===== src/bxl_defines.vh =====
/*
 * Constants for the barrier, exclusive-OR and word-load execute block:
 * opcode patterns, field codes, register indices and address steps.
 * Assumes the includer already has sys_clk-based logic; holds only defines.
 */
`ifndef BXL_DEFINES_VH
`define BXL_DEFINES_VH

// ============================================================
// Instruction patterns
// ============================================================
`define BXL_BAR_HW1        16'hF3BF
`define BXL_BAR_HW2_TOP    2'h2
`define BXL_BAR_ORDER      4'h5
`define BXL_BAR_COMPLETE   4'h4
`define BXL_BAR_FETCH      4'h6
`define BXL_OPT_FULL       4'hF
`define BXL_XOR_PAT        10'h101
`define BXL_LDM_PAT        5'h19
`define BXL_LDRI_PAT       5'h0D
`define BXL_LDRS_PAT       5'h13
`define BXL_LDRL_PAT       5'h09

// ============================================================
// Decoded instruction classes
// ============================================================
`define BXL_CL_NONE        3'h0
`define BXL_CL_XOR         3'h1
`define BXL_CL_LDRI        3'h2
`define BXL_CL_LDRS        3'h3
`define BXL_CL_LDRL        3'h4
`define BXL_CL_LDM         3'h5
`define BXL_CL_BAR         3'h6

// ============================================================
// Register indices and address arithmetic
// ============================================================
`define BXL_SP_IDX         4'hD
`define BXL_WORD_STEP      32'h0000_0004
`define BXL_WORD_MASK      32'hFFFF_FFFC

`endif


===== src/bxl_exec.v =====
/*
 * Execute block for the memory barriers, the register exclusive-OR, the
 * load-multiple and the immediate, stack-relative and literal word loads.
 * Assumes a register file that answers the read indices in the same cycle,
 * a memory port with a request held until a one-cycle acknowledge, and a
 * fetch unit that honours the flush pulse and refetch address.
 */
`timescale 1ns/10ps
`include "bxl_defines.vh"

// Behaviour
// - Ordering barrier option 1111 is full-system form
// - Other ordering options still run as full-system
// - Completion barrier stalls until accesses, maintenance finish
// - Completion barrier: every option runs full-system
// - Fetch barrier flushes pipeline, later instructions refetched
// - Completed context changes visible after fetch barrier
// - Later branches predicted with post-barrier context
// - Fetch barrier: reserved options run full-system
// - XOR first and second register, no shift
// - Flags set outside IT: N, Z, shifter C
// - Load list ascending from base, step four
// - Writeback base plus four times count
// - Register load offset is imm5 times four
// - Stack load uses register 13, imm8 times four
// - Offset addressing, one word, no base writeback
// - Literal load adds imm8 times four
// - Literal base is program counter rounded down
// - Ordering barrier orders memory accesses only
module bxl_exec
(
   input  wire        sys_clk,
   input  wire        reset_n,
   input  wire        instr_valid,
   input  wire [31:0] instr,
   input  wire        instr_is_32,
   input  wire [31:0] instr_pc,
   input  wire        cond_pass,
   input  wire        in_it_block,
   input  wire        flag_c_in,
   input  wire [31:0] rd_a_data,
   input  wire [31:0] rd_b_data,
   input  wire        mem_ack,
   input  wire [31:0] mem_rdata,
   input  wire        mem_idle,
   input  wire        maint_idle,
   output reg         instr_ready_reg,
   output reg         done_reg,
   output reg         undef_reg,
   output reg  [3:0]  rd_a_idx_reg,
   output reg  [3:0]  rd_b_idx_reg,
   output reg         wb_en_reg,
   output reg  [3:0]  wb_idx_reg,
   output reg  [31:0] wb_data_reg,
   output reg         flag_wr_reg,
   output reg         flag_n_reg,
   output reg         flag_z_reg,
   output reg         flag_c_reg,
   output reg         mem_req_reg,
   output reg  [31:0] mem_addr_reg,
   output reg         mem_aligned_reg,
   output reg         order_fence_reg,
   output reg         full_scope_reg,
   output reg         flush_reg,
   output reg         bp_ctx_sync_reg,
   output reg  [31:0] refetch_addr_reg
);

   // ============================================================
   // State encoding
   // ============================================================
   localparam [6:0] S_IDLE = 7'h01;
   localparam [6:0] S_OPER = 7'h02;
   localparam [6:0] S_MEM  = 7'h04;
   localparam [6:0] S_STEP = 7'h08;
   localparam [6:0] S_WBB  = 7'h10;
   localparam [6:0] S_BAR  = 7'h20;
   localparam [6:0] S_FIN  = 7'h40;

   reg  [1:0]  rst_sync_reg;
   wire        rst_n;

   reg  [6:0]  state_reg;
   reg  [2:0]  cls_reg;
   reg  [3:0]  bar_kind_reg;
   reg  [3:0]  bar_opt_reg;
   reg  [3:0]  tgt_reg;
   reg  [3:0]  base_idx_reg;
   reg  [31:0] base_val_reg;
   reg  [31:0] offset_reg;
   reg  [31:0] pc_reg;
   reg  [7:0]  list_reg;
   reg  [3:0]  cnt_reg;
   reg         wback_reg;
   reg         setflags_reg;

   wire [2:0]  dec_cls;
   wire [3:0]  dec_bar_kind;
   wire [3:0]  dec_bar_opt;
   wire [3:0]  dec_idx_a;
   wire [3:0]  dec_idx_b;
   wire [3:0]  dec_idx_t;
   wire [31:0] dec_offset;
   wire [3:0]  dec_list_cnt;
   wire [2:0]  dec_first_idx;

   wire [31:0] xor_result;
   wire [7:0]  tgt_onehot;
   wire [7:0]  list_after;
   wire [31:0] lit_base;
   wire [31:0] wb_base_val;
   wire        bar_full;
   wire        complete_ready;

   // ============================================================
   // Reset release
   // ============================================================
   // Assertion is immediate; release is synchronised so no flop sees a runt edge
   always @(posedge sys_clk or negedge reset_n)
   begin
      if (!reset_n)
         rst_sync_reg <= 2'b00;
      else
         rst_sync_reg <= {rst_sync_reg[0], 1'b1};
   end

   assign rst_n = rst_sync_reg[1];

   // ============================================================
   // Decoder
   // ============================================================
   bxl_decode u_decode
   (
      .instr     (instr),
      .is_32     (instr_is_32),
      .list_rem  (list_reg),
      .cls       (dec_cls),
      .bar_kind  (dec_bar_kind),
      .bar_opt   (dec_bar_opt),
      .idx_a     (dec_idx_a),
      .idx_b     (dec_idx_b),
      .idx_t     (dec_idx_t),
      .offset    (dec_offset),
      .list_cnt  (dec_list_cnt),
      .first_idx (dec_first_idx)
   );

   // ============================================================
   // Datapath terms
   // ============================================================
   // Second operand passes the shifter with a zero shift, so it is unchanged
   assign xor_result  = rd_a_data ^ rd_b_data;
   assign tgt_onehot  = 8'h01 << tgt_reg[2:0];
   assign list_after  = list_reg & ~tgt_onehot;
   assign lit_base    = pc_reg & `BXL_WORD_MASK;
   assign wb_base_val = base_val_reg + {26'h0, cnt_reg, 2'b00};

   // Option field is kept for visibility only; every value acts as full-system
   assign bar_full = (bar_opt_reg == `BXL_OPT_FULL) || 1'b1;

   // Completion and fetch barriers both need earlier accesses and maintenance done
   assign complete_ready = mem_idle && maint_idle;

   // ============================================================
   // Control sequence and outputs
   // ============================================================
   always @(posedge sys_clk or negedge rst_n)
   begin
      if (!rst_n)
      begin
         state_reg        <= S_IDLE;
         cls_reg          <= `BXL_CL_NONE;
         bar_kind_reg     <= 4'h0;
         bar_opt_reg      <= 4'h0;
         tgt_reg          <= 4'h0;
         base_idx_reg     <= 4'h0;
         base_val_reg     <= 32'h0000_0000;
         offset_reg       <= 32'h0000_0000;
         pc_reg           <= 32'h0000_0000;
         list_reg         <= 8'h00;
         cnt_reg          <= 4'h0;
         wback_reg        <= 1'b0;
         setflags_reg     <= 1'b0;
         instr_ready_reg  <= 1'b0;
         done_reg         <= 1'b0;
         undef_reg        <= 1'b0;
         rd_a_idx_reg     <= 4'h0;
         rd_b_idx_reg     <= 4'h0;
         wb_en_reg        <= 1'b0;
         wb_idx_reg       <= 4'h0;
         wb_data_reg      <= 32'h0000_0000;
         flag_wr_reg      <= 1'b0;
         flag_n_reg       <= 1'b0;
         flag_z_reg       <= 1'b0;
         flag_c_reg       <= 1'b0;
         mem_req_reg      <= 1'b0;
         mem_addr_reg     <= 32'h0000_0000;
         mem_aligned_reg  <= 1'b0;
         order_fence_reg  <= 1'b0;
         full_scope_reg   <= 1'b0;
         flush_reg        <= 1'b0;
         bp_ctx_sync_reg  <= 1'b0;
         refetch_addr_reg <= 32'h0000_0000;
      end
      else
      begin
         // One-cycle pulses fall back every cycle unless a state raises them
         done_reg        <= 1'b0;
         undef_reg       <= 1'b0;
         wb_en_reg       <= 1'b0;
         flag_wr_reg     <= 1'b0;
         order_fence_reg <= 1'b0;
         flush_reg       <= 1'b0;
         bp_ctx_sync_reg <= 1'b0;
         case (state_reg)
            S_IDLE:
            begin
               instr_ready_reg <= 1'b1;
               if (instr_valid && instr_ready_reg)
               begin
                  instr_ready_reg <= 1'b0;
                  cls_reg         <= dec_cls;
                  bar_kind_reg    <= dec_bar_kind;
                  bar_opt_reg     <= dec_bar_opt;
                  tgt_reg         <= dec_idx_t;
                  base_idx_reg    <= dec_idx_a;
                  offset_reg      <= dec_offset;
                  pc_reg          <= instr_pc;
                  list_reg        <= instr[7:0];
                  cnt_reg         <= dec_list_cnt;
                  // Base writes back only when it is absent from the list
                  wback_reg       <= ~instr[dec_idx_a[2:0]];
                  setflags_reg    <= ~in_it_block;
                  rd_a_idx_reg    <= dec_idx_a;
                  rd_b_idx_reg    <= dec_idx_b;
                  if (!cond_pass || dec_cls == `BXL_CL_NONE)
                  begin
                     undef_reg <= cond_pass;
                     state_reg <= S_FIN;
                  end
                  else
                     state_reg <= S_OPER;
               end
            end
            S_OPER:
            begin
               case (cls_reg)
                  `BXL_CL_XOR:
                  begin
                     wb_en_reg   <= 1'b1;
                     wb_idx_reg  <= tgt_reg;
                     wb_data_reg <= xor_result;
                     if (setflags_reg)
                     begin
                        // Overflow is not driven, so it stays as it was
                        flag_wr_reg <= 1'b1;
                        flag_n_reg  <= xor_result[31];
                        flag_z_reg  <= (xor_result == 32'h0000_0000);
                        flag_c_reg  <= flag_c_in;
                     end
                     state_reg <= S_FIN;
                  end
                  `BXL_CL_LDRI, `BXL_CL_LDRS:
                  begin
                     mem_addr_reg    <= rd_a_data + offset_reg;
                     mem_aligned_reg <= 1'b0;
                     mem_req_reg     <= 1'b1;
                     state_reg       <= S_MEM;
                  end
                  `BXL_CL_LDRL:
                  begin
                     mem_addr_reg    <= lit_base + offset_reg;
                     mem_aligned_reg <= 1'b0;
                     mem_req_reg     <= 1'b1;
                     state_reg       <= S_MEM;
                  end
                  `BXL_CL_LDM:
                  begin
                     base_val_reg <= rd_a_data;
                     // An empty list cannot be encoded usefully; it just retires
                     if (list_reg == 8'h00)
                        state_reg <= S_FIN;
                     else
                     begin
                        tgt_reg         <= {1'b0, dec_first_idx};
                        mem_addr_reg    <= rd_a_data;
                        mem_aligned_reg <= 1'b1;
                        mem_req_reg     <= 1'b1;
                        state_reg       <= S_MEM;
                     end
                  end
                  `BXL_CL_BAR:
                  begin
                     full_scope_reg <= bar_full;
                     if (bar_kind_reg == `BXL_BAR_ORDER)
                     begin
                        // Only memory ordering is asked for; other work is not held
                        order_fence_reg <= 1'b1;
                        state_reg       <= S_FIN;
                     end
                     else
                        state_reg <= S_BAR;
                  end
                  default:
                     state_reg <= S_FIN;
               endcase
            end
            S_MEM:
            begin
               if (mem_ack)
               begin
                  mem_req_reg <= 1'b0;
                  wb_en_reg   <= 1'b1;
                  wb_idx_reg  <= tgt_reg;
                  wb_data_reg <= mem_rdata;
                  if (cls_reg == `BXL_CL_LDM && list_after != 8'h00)
                  begin
                     list_reg  <= list_after;
                     state_reg <= S_STEP;
                  end
                  else if (cls_reg == `BXL_CL_LDM && wback_reg)
                     state_reg <= S_WBB;
                  else
                     state_reg <= S_FIN;
               end
            end
            S_STEP:
            begin
               // Next register comes from the next word up
               tgt_reg      <= {1'b0, dec_first_idx};
               mem_addr_reg <= mem_addr_reg + `BXL_WORD_STEP;
               mem_req_reg  <= 1'b1;
               state_reg    <= S_MEM;
            end
            S_WBB:
            begin
               wb_en_reg   <= 1'b1;
               wb_idx_reg  <= base_idx_reg;
               wb_data_reg <= wb_base_val;
               state_reg   <= S_FIN;
            end
            S_BAR:
            begin
               // Later instructions stay blocked because ready is low here
               if (complete_ready)
               begin
                  if (bar_kind_reg == `BXL_BAR_FETCH)
                  begin
                     flush_reg        <= 1'b1;
                     bp_ctx_sync_reg  <= 1'b1;
                     refetch_addr_reg <= pc_reg;
                  end
                  state_reg <= S_FIN;
               end
            end
            S_FIN:
            begin
               done_reg        <= 1'b1;
               full_scope_reg  <= 1'b0;
               instr_ready_reg <= 1'b1;
               state_reg       <= S_IDLE;
            end
            default:
               state_reg <= S_IDLE;
         endcase
      end
   end

endmodule


===== src/bxl_decode.v =====
/*
 * Combinational decoder for the execute block: classifies one 16-bit or
 * 32-bit instruction, extracts register fields and scaled offsets, and
 * scans a load list for its lowest set bit.
 * Assumes a 32-bit instruction sits with its first halfword in bits 31:16.
 */
`timescale 1ns/10ps
`include "bxl_defines.vh"

module bxl_decode
(
   input  wire [31:0] instr,
   input  wire        is_32,
   input  wire [7:0]  list_rem,
   output reg  [2:0]  cls,
   output reg  [3:0]  bar_kind,
   output reg  [3:0]  bar_opt,
   output reg  [3:0]  idx_a,
   output reg  [3:0]  idx_b,
   output reg  [3:0]  idx_t,
   output reg  [31:0] offset,
   output reg  [3:0]  list_cnt,
   output reg  [2:0]  first_idx
);

   wire [15:0] hw;
   wire [15:0] hw2;
   integer     i;

   assign hw  = instr[15:0];
   assign hw2 = instr[15:0];

   // ============================================================
   // Classification and field extraction
   // ============================================================
   // Barriers match on the fixed bits only; should-be-one bits are ignored
   always @*
   begin
      cls      = `BXL_CL_NONE;
      bar_kind = hw2[7:4];
      bar_opt  = hw2[3:0];
      idx_a    = {1'b0, hw[2:0]};
      idx_b    = {1'b0, hw[5:3]};
      idx_t    = {1'b0, hw[2:0]};
      offset   = 32'h0000_0000;
      if (is_32)
      begin
         if (instr[31:16] == `BXL_BAR_HW1 && hw2[15:14] == `BXL_BAR_HW2_TOP &&
             hw2[12] == 1'b0 &&
             (hw2[7:4] == `BXL_BAR_ORDER || hw2[7:4] == `BXL_BAR_COMPLETE ||
              hw2[7:4] == `BXL_BAR_FETCH))
            cls = `BXL_CL_BAR;
      end
      else if (hw[15:6] == `BXL_XOR_PAT)
      begin
         cls   = `BXL_CL_XOR;
         idx_a = {1'b0, hw[2:0]};
         idx_b = {1'b0, hw[5:3]};
         idx_t = {1'b0, hw[2:0]};
      end
      else if (hw[15:11] == `BXL_LDRI_PAT)
      begin
         cls    = `BXL_CL_LDRI;
         idx_a  = {1'b0, hw[5:3]};
         offset = {25'h0, hw[10:6], 2'b00};
      end
      else if (hw[15:11] == `BXL_LDRS_PAT)
      begin
         cls    = `BXL_CL_LDRS;
         idx_a  = `BXL_SP_IDX;
         idx_t  = {1'b0, hw[10:8]};
         offset = {22'h0, hw[7:0], 2'b00};
      end
      else if (hw[15:11] == `BXL_LDRL_PAT)
      begin
         cls    = `BXL_CL_LDRL;
         idx_t  = {1'b0, hw[10:8]};
         offset = {22'h0, hw[7:0], 2'b00};
      end
      else if (hw[15:11] == `BXL_LDM_PAT)
      begin
         cls   = `BXL_CL_LDM;
         idx_a = {1'b0, hw[10:8]};
      end
   end

   // ============================================================
   // Load list: population count and lowest remaining register
   // ============================================================
   always @*
   begin
      list_cnt  = 4'h0;
      first_idx = 3'h0;
      for (i = 0; i < 8; i = i + 1)
         list_cnt = list_cnt + {3'h0, hw[i]};
      // Scan downward so the lowest set bit is the one left standing
      for (i = 7; i >= 0; i = i - 1)
         if (list_rem[i])
            first_idx = i[2:0];
   end

endmodule


===== config.mk =====
export PLATFORM = sky130hd
export DESIGN_NAME = bxl_exec
export DESIGN_NICKNAME = d
export VERILOG_FILES = /design/src/bxl_exec.v /design/src/bxl_decode.v
export VERILOG_INCLUDE_DIRS = /design/src
export SDC_FILE = /design/constraint.sdc
export NUM_CORES = 1
export LEC_CHECK = 0
export BUFFER_PORTS_ARGS = -buffer_cell sky130_fd_sc_hd__buf_2
export CAP_MARGIN = 20
export CORE_MARGIN = 2
export CORE_UTILIZATION = 52
export CTS_CLUSTER_DIAMETER = 100
export DETAILED_ROUTE_END_ITERATION = 10
export GPL_ROUTABILITY_DRIVEN = 0
export GPL_TIMING_DRIVEN = 0
export PLACE_DENSITY = 0.79
export SLEW_MARGIN = 5
export SYNTH_ARGS = -nofsm -noshare
export SYNTH_HDL_FRONTEND = slang
export SYNTH_HIERARCHICAL = 1
export SYNTH_SLANG_ARGS = --single-unit

===== constraint.sdc =====
create_clock -name sys_clk -period 7.6 [get_ports sys_clk]
set_input_delay 1.52 -clock sys_clk [delete_from_list [all_inputs] [get_ports sys_clk]]
set_output_delay 1.52 -clock sys_clk [all_outputs]
set_load 0.005 [all_outputs]

* After elaboration in Yosys (flattened, before gate mapping)
Cells that the tools add are included. W data, S select, Z words.
Cells by class: magnitude comparators 1, shift-type cells 1, bitwise logic cells 6, reduce and logical (&&, ||, !) cells 37, multiplexer cells 85, equal/unequal tests 37, $add $sub $neg 11
Operator list (count):
- $mux W32 | 7
- $pmux W32 S3 | 2
- $add A32 B32 Y32 | 2
- $pmux W32 S2 | 1
- $mux W4 | 14
- $mux W7 | 8
- $mux W3 | 17
- $pmux W7 S6 | 1
- $add A32 B3 Y32 const B | 1
- $add A32 B6 Y32 | 1
- $logic_not A32 Y1 | 1
- $xor A32 B32 Y32 | 1
- $add A4 B1 Y4 | 6
- $mux W8 | 3
- $pmux W4 S3 | 2
- $pmux W7 S3 | 1
- $eq A4 B3 Y1 const B | 5
- $mux W1 | 20
- $reduce_and A3 Y1 | 6
- $eq A16 B16 Y1 const B | 1
- $ne A2 B2 Y1 const B | 8
- $pmux W8 S2 | 1
- $reduce_and A4 Y1 | 3
- $eq A10 B9 Y1 const B | 1
- 37 further kinds | 65
Word-level totals: logic and storage cells 209, flip-flop bits (word level) 250, input port bits 170, output and inout bits 122

* Depth between registers and ports, before layout
word-level depth 12, gate-level depth with buffers 13, gate-level depth less buffers 12

* Modules after synthesis
The synthesis kept the hierarchy.
Modules (own cells, without submodules):
- bxl_exec | cells each 1681, area each 15633.7 sq um, times used 1, sequential area each 6282.3 sq um
- bxl_decode | cells each 126, area each 929.6 sq um, times used 1, sequential area each 0.0 sq um

* Worst setup path after synthesis
OpenSTA, ideal clock, no wires.
path type input port to flip-flop, start input port rd_a_data[0], end register mem_addr_reg[26], stages on the path 11, data arrival time 3.662 ns, setup slack 3.814 ns, setup time 0.124 ns, required time 7.476 ns, path buffers 0, path through ha_1 -> fa_1 -> a21oi_1 -> o311ai_1 -> a21oi_1 -> nand2b_1 -> a41oi_1 -> o21ai_1 -> a21oi_1 -> xnor2_1 -> a211o_1
Between the ends: cells in the longest elaborated chain, start to end 3
Ends and longest elaborated chain:
- from (decl) | line bxl_exec.v:41 | input wire [31:0] rd_a_data,
- $add A32 B32 Y32 | line bxl_exec.v:265 | mem_addr_reg <= rd_a_data + offset_reg;
- $pmux W32 S3 | line bxl_exec.v:247 | case (cls_reg)
- $pmux W32 S2 | line bxl_exec.v:215 | case (state_reg)
- to (signal assigned) | line bxl_exec.v:265
- to (signal assigned) | line bxl_exec.v:272 | mem_addr_reg <= lit_base + offset_reg;
- to (signal assigned) | line bxl_exec.v:286 | mem_addr_reg <= rd_a_data;
- to (decl) | line bxl_exec.v:60 | output reg [31:0] mem_addr_reg,
Every way passes these cells. A chain may end at the register's enable or synchronous reset.

* Worst setup path in the final report
start input port rd_a_data[0], end register mem_addr_reg[22]
Same word-level chain as after synthesis.

==> impl_metrics.csv <==
group,metric,value,unit
timing,finalHoldViolations,0,
grt,grtUsageTotal,0.313,
cts,clkLatencyLatePin,0.56,ns
pwr,cellPowerDensity,333,nW/um^2
cells_and_area,drive_above_1_share,0.260,
timing,rsz0062_at_grt,"no",
timing,max_freq,260,MHz
timing,slew-limit-headroom,0.373,
cts,htreeDepth,1,
cts,cts_buffers,28,
setup_path,worstSetupStartpointType,"primary input",
grt,grt_overflow,0,
cells_and_area,regArea,6290,um^2
placed_design,placed_cell_area,18700,um^2
timing,setup_viol_count_final,0,
die,dieArea,33200,um^2
grt,grt_max_degree,66,
placed_design,hpwlAfterDp,41.5,mm
timing,period_needed,3.85,ns
die,die_y,182,um
route,wl,52.5,mm
status,status,"finished clean",
route,route.detailed.drc,0,
timing,setup_tns,0,ns
route,drtIter0Drc,1343,
yosys,yosysWarningCount,6,
cts,postCtsHoldBufs,0,
cells_and_area,multi_input_area,9540,um^2
yosys,syn_avg_cell_area,9.17,um^2
route,via_count,15600,
timing,finalCritPeriodShare,0.506,
hold_path,hold_path_class,"reg2async",
yosys,synth.cell_area,16500,um^2
placed_design,portBuffers,290,
route,antenna_left,0,
timing,drv_slew,0,
cts,clk_pin_slew_worst_paths,0.06,ns
route,via_per_inst,6.04,
die,io_pins,292,
pwr,peakVddDrop,211,uV
route,drtPass1Iterations,6,
cells_and_area,area_growth,19.4,%
cells_and_area,layout.nets,2397,
pwr,p_leak,9.36,nW
cts,cts_buffer_depth,3,
timing,skew,0.0102,ns
cts,cts_resized,0,
die,num_rows,65,
cts,clock-sinks,251,
timing,worst_pin_slew,0.940,ns
cells_and_area,fin_util,0.629,
die,die_w,182,um
yosys,synth_cells,1803,
route,drt-wirelength-per-cell,20.4,um
setup_path,setup.worst_path.end_class,"flop",
setup_path,path_class,"in2reg",
grt,first_global_vias,15100,
cts,cts_tree,"done",
cells_and_area,fillCellCount,2649,
cells_and_area,fin_area,19700,um^2
die,initial_core_util,0.527,
die,core_area,31400,um^2
cts,post_cts_buffers,0,
grt,grt_pass1_wl,82.1,mm
setup_path,cp.arrival,4.25,ns
setup_path,cp.required,8.00,ns
setup_path,crit_fanout,4,
grt,antenna_found_initial,5,
cts,clockRootBuffer,"clkbuf_16",
job,drv_cap,0,
==> stage by stage <==
stage	setup slack, ns	instances	power [mW]	hold WS [ns]
after floorplan	0.0889	1828	4.11	0.331
after global placement	-2.72	2520	4.86	0.336
after detailed placement	3.24	2524	4.98	0.353
after CTS	3.81	2575	6.51	0.361
after global routing	3.60	2580	6.99	0.376
final	3.75	2580	6.58	0.339
==> critical path, cell delays in order <==
cell and delay (ns):
buf_2 0.15, ha_1 0.25, fa_1 0.41, a21oi_1 0.20, o311ai_1 0.13, a21oi_1 0.29, nand2b_1 0.10, a41oi_1 0.36
o21ai_1 0.25, xnor2_1 0.17, mux2i_1 0.28, a221oi_1 0.12
==> cell type report <==
class	instances	share of cell area
multi-input combinational	1413	0.483
sequential	251	0.318
timing repair buffer	294	0.0787
clock buffer	34	0.0397
buffer	116	0.0314
tap	402	0.0255
clock inverter	17	0.0130
inverter	48	0.00913
antenna	5	0.000634
==> final timing paths <==
kind                                       from               end  slack (ns)  cells past startpoint
worst max-delay path               rd_a_data[0]  mem_addr_reg[22]        3.75                     12
worst min-delay path            rst_sync_reg[1]   rd_b_idx_reg[3]        0.34                      0
worst max register to register     state_reg[4]  mem_addr_reg[22]        4.31                      9
worst min register to register  rst_sync_reg[1]   rd_b_idx_reg[3]        0.34                      0
max in group asynchronous       rst_sync_reg[1]   wb_data_reg[26]        6.19                      2
min in group sys_clk            rst_sync_reg[0]   rst_sync_reg[1]        0.36                      0
==> layer usage <==
layer / vias up / GRT usage / share of wire
met5: - / 0 / 0
met4: 0 / 0.138 / 0.046
met3: 151 / 0.0569 / 0.10
met2: 900 / 0.516 / 0.46
met1: 7344 / 0.404 / 0.40
li1: 7190 / - / -
==> power by group <==
group | switching, mW | leakage [nW] | internal, mW
combinational | 1.82 | 5.81 | 1.31
clock | 0.578 | 0.513 | 0.939
sequential | 0.314 | 3.03 | 1.62
total | 2.71 | 9.36 | 3.87
==> cell usage in the layout (no fill, tap or decap), types with 12 or more instances in the layout <==
cell	n
nand2_1	225
xor2_1	72
o22ai_1	15
inv_1	46
nor2b_1	12
clkbuf_1	48
ha_1	68
a221oi_1	29
nand4_1	20
buf_4	35
mux2_2	118
dfrtp_1	249
mux2i_1	15
and3_1	18
a21oi_1	141
conb_1	27
clkbuf_16	29
buf_2	315
o21ai_0	78
nor2_1	155
a31oi_1	21
o211ai_1	22
xnor2_1	41
nor4_1	18
nand2b_1	15
a21o_1	35
nor3_1	39
nand3_1	46
No activity file was read; power rests on OpenSTA's default activity.
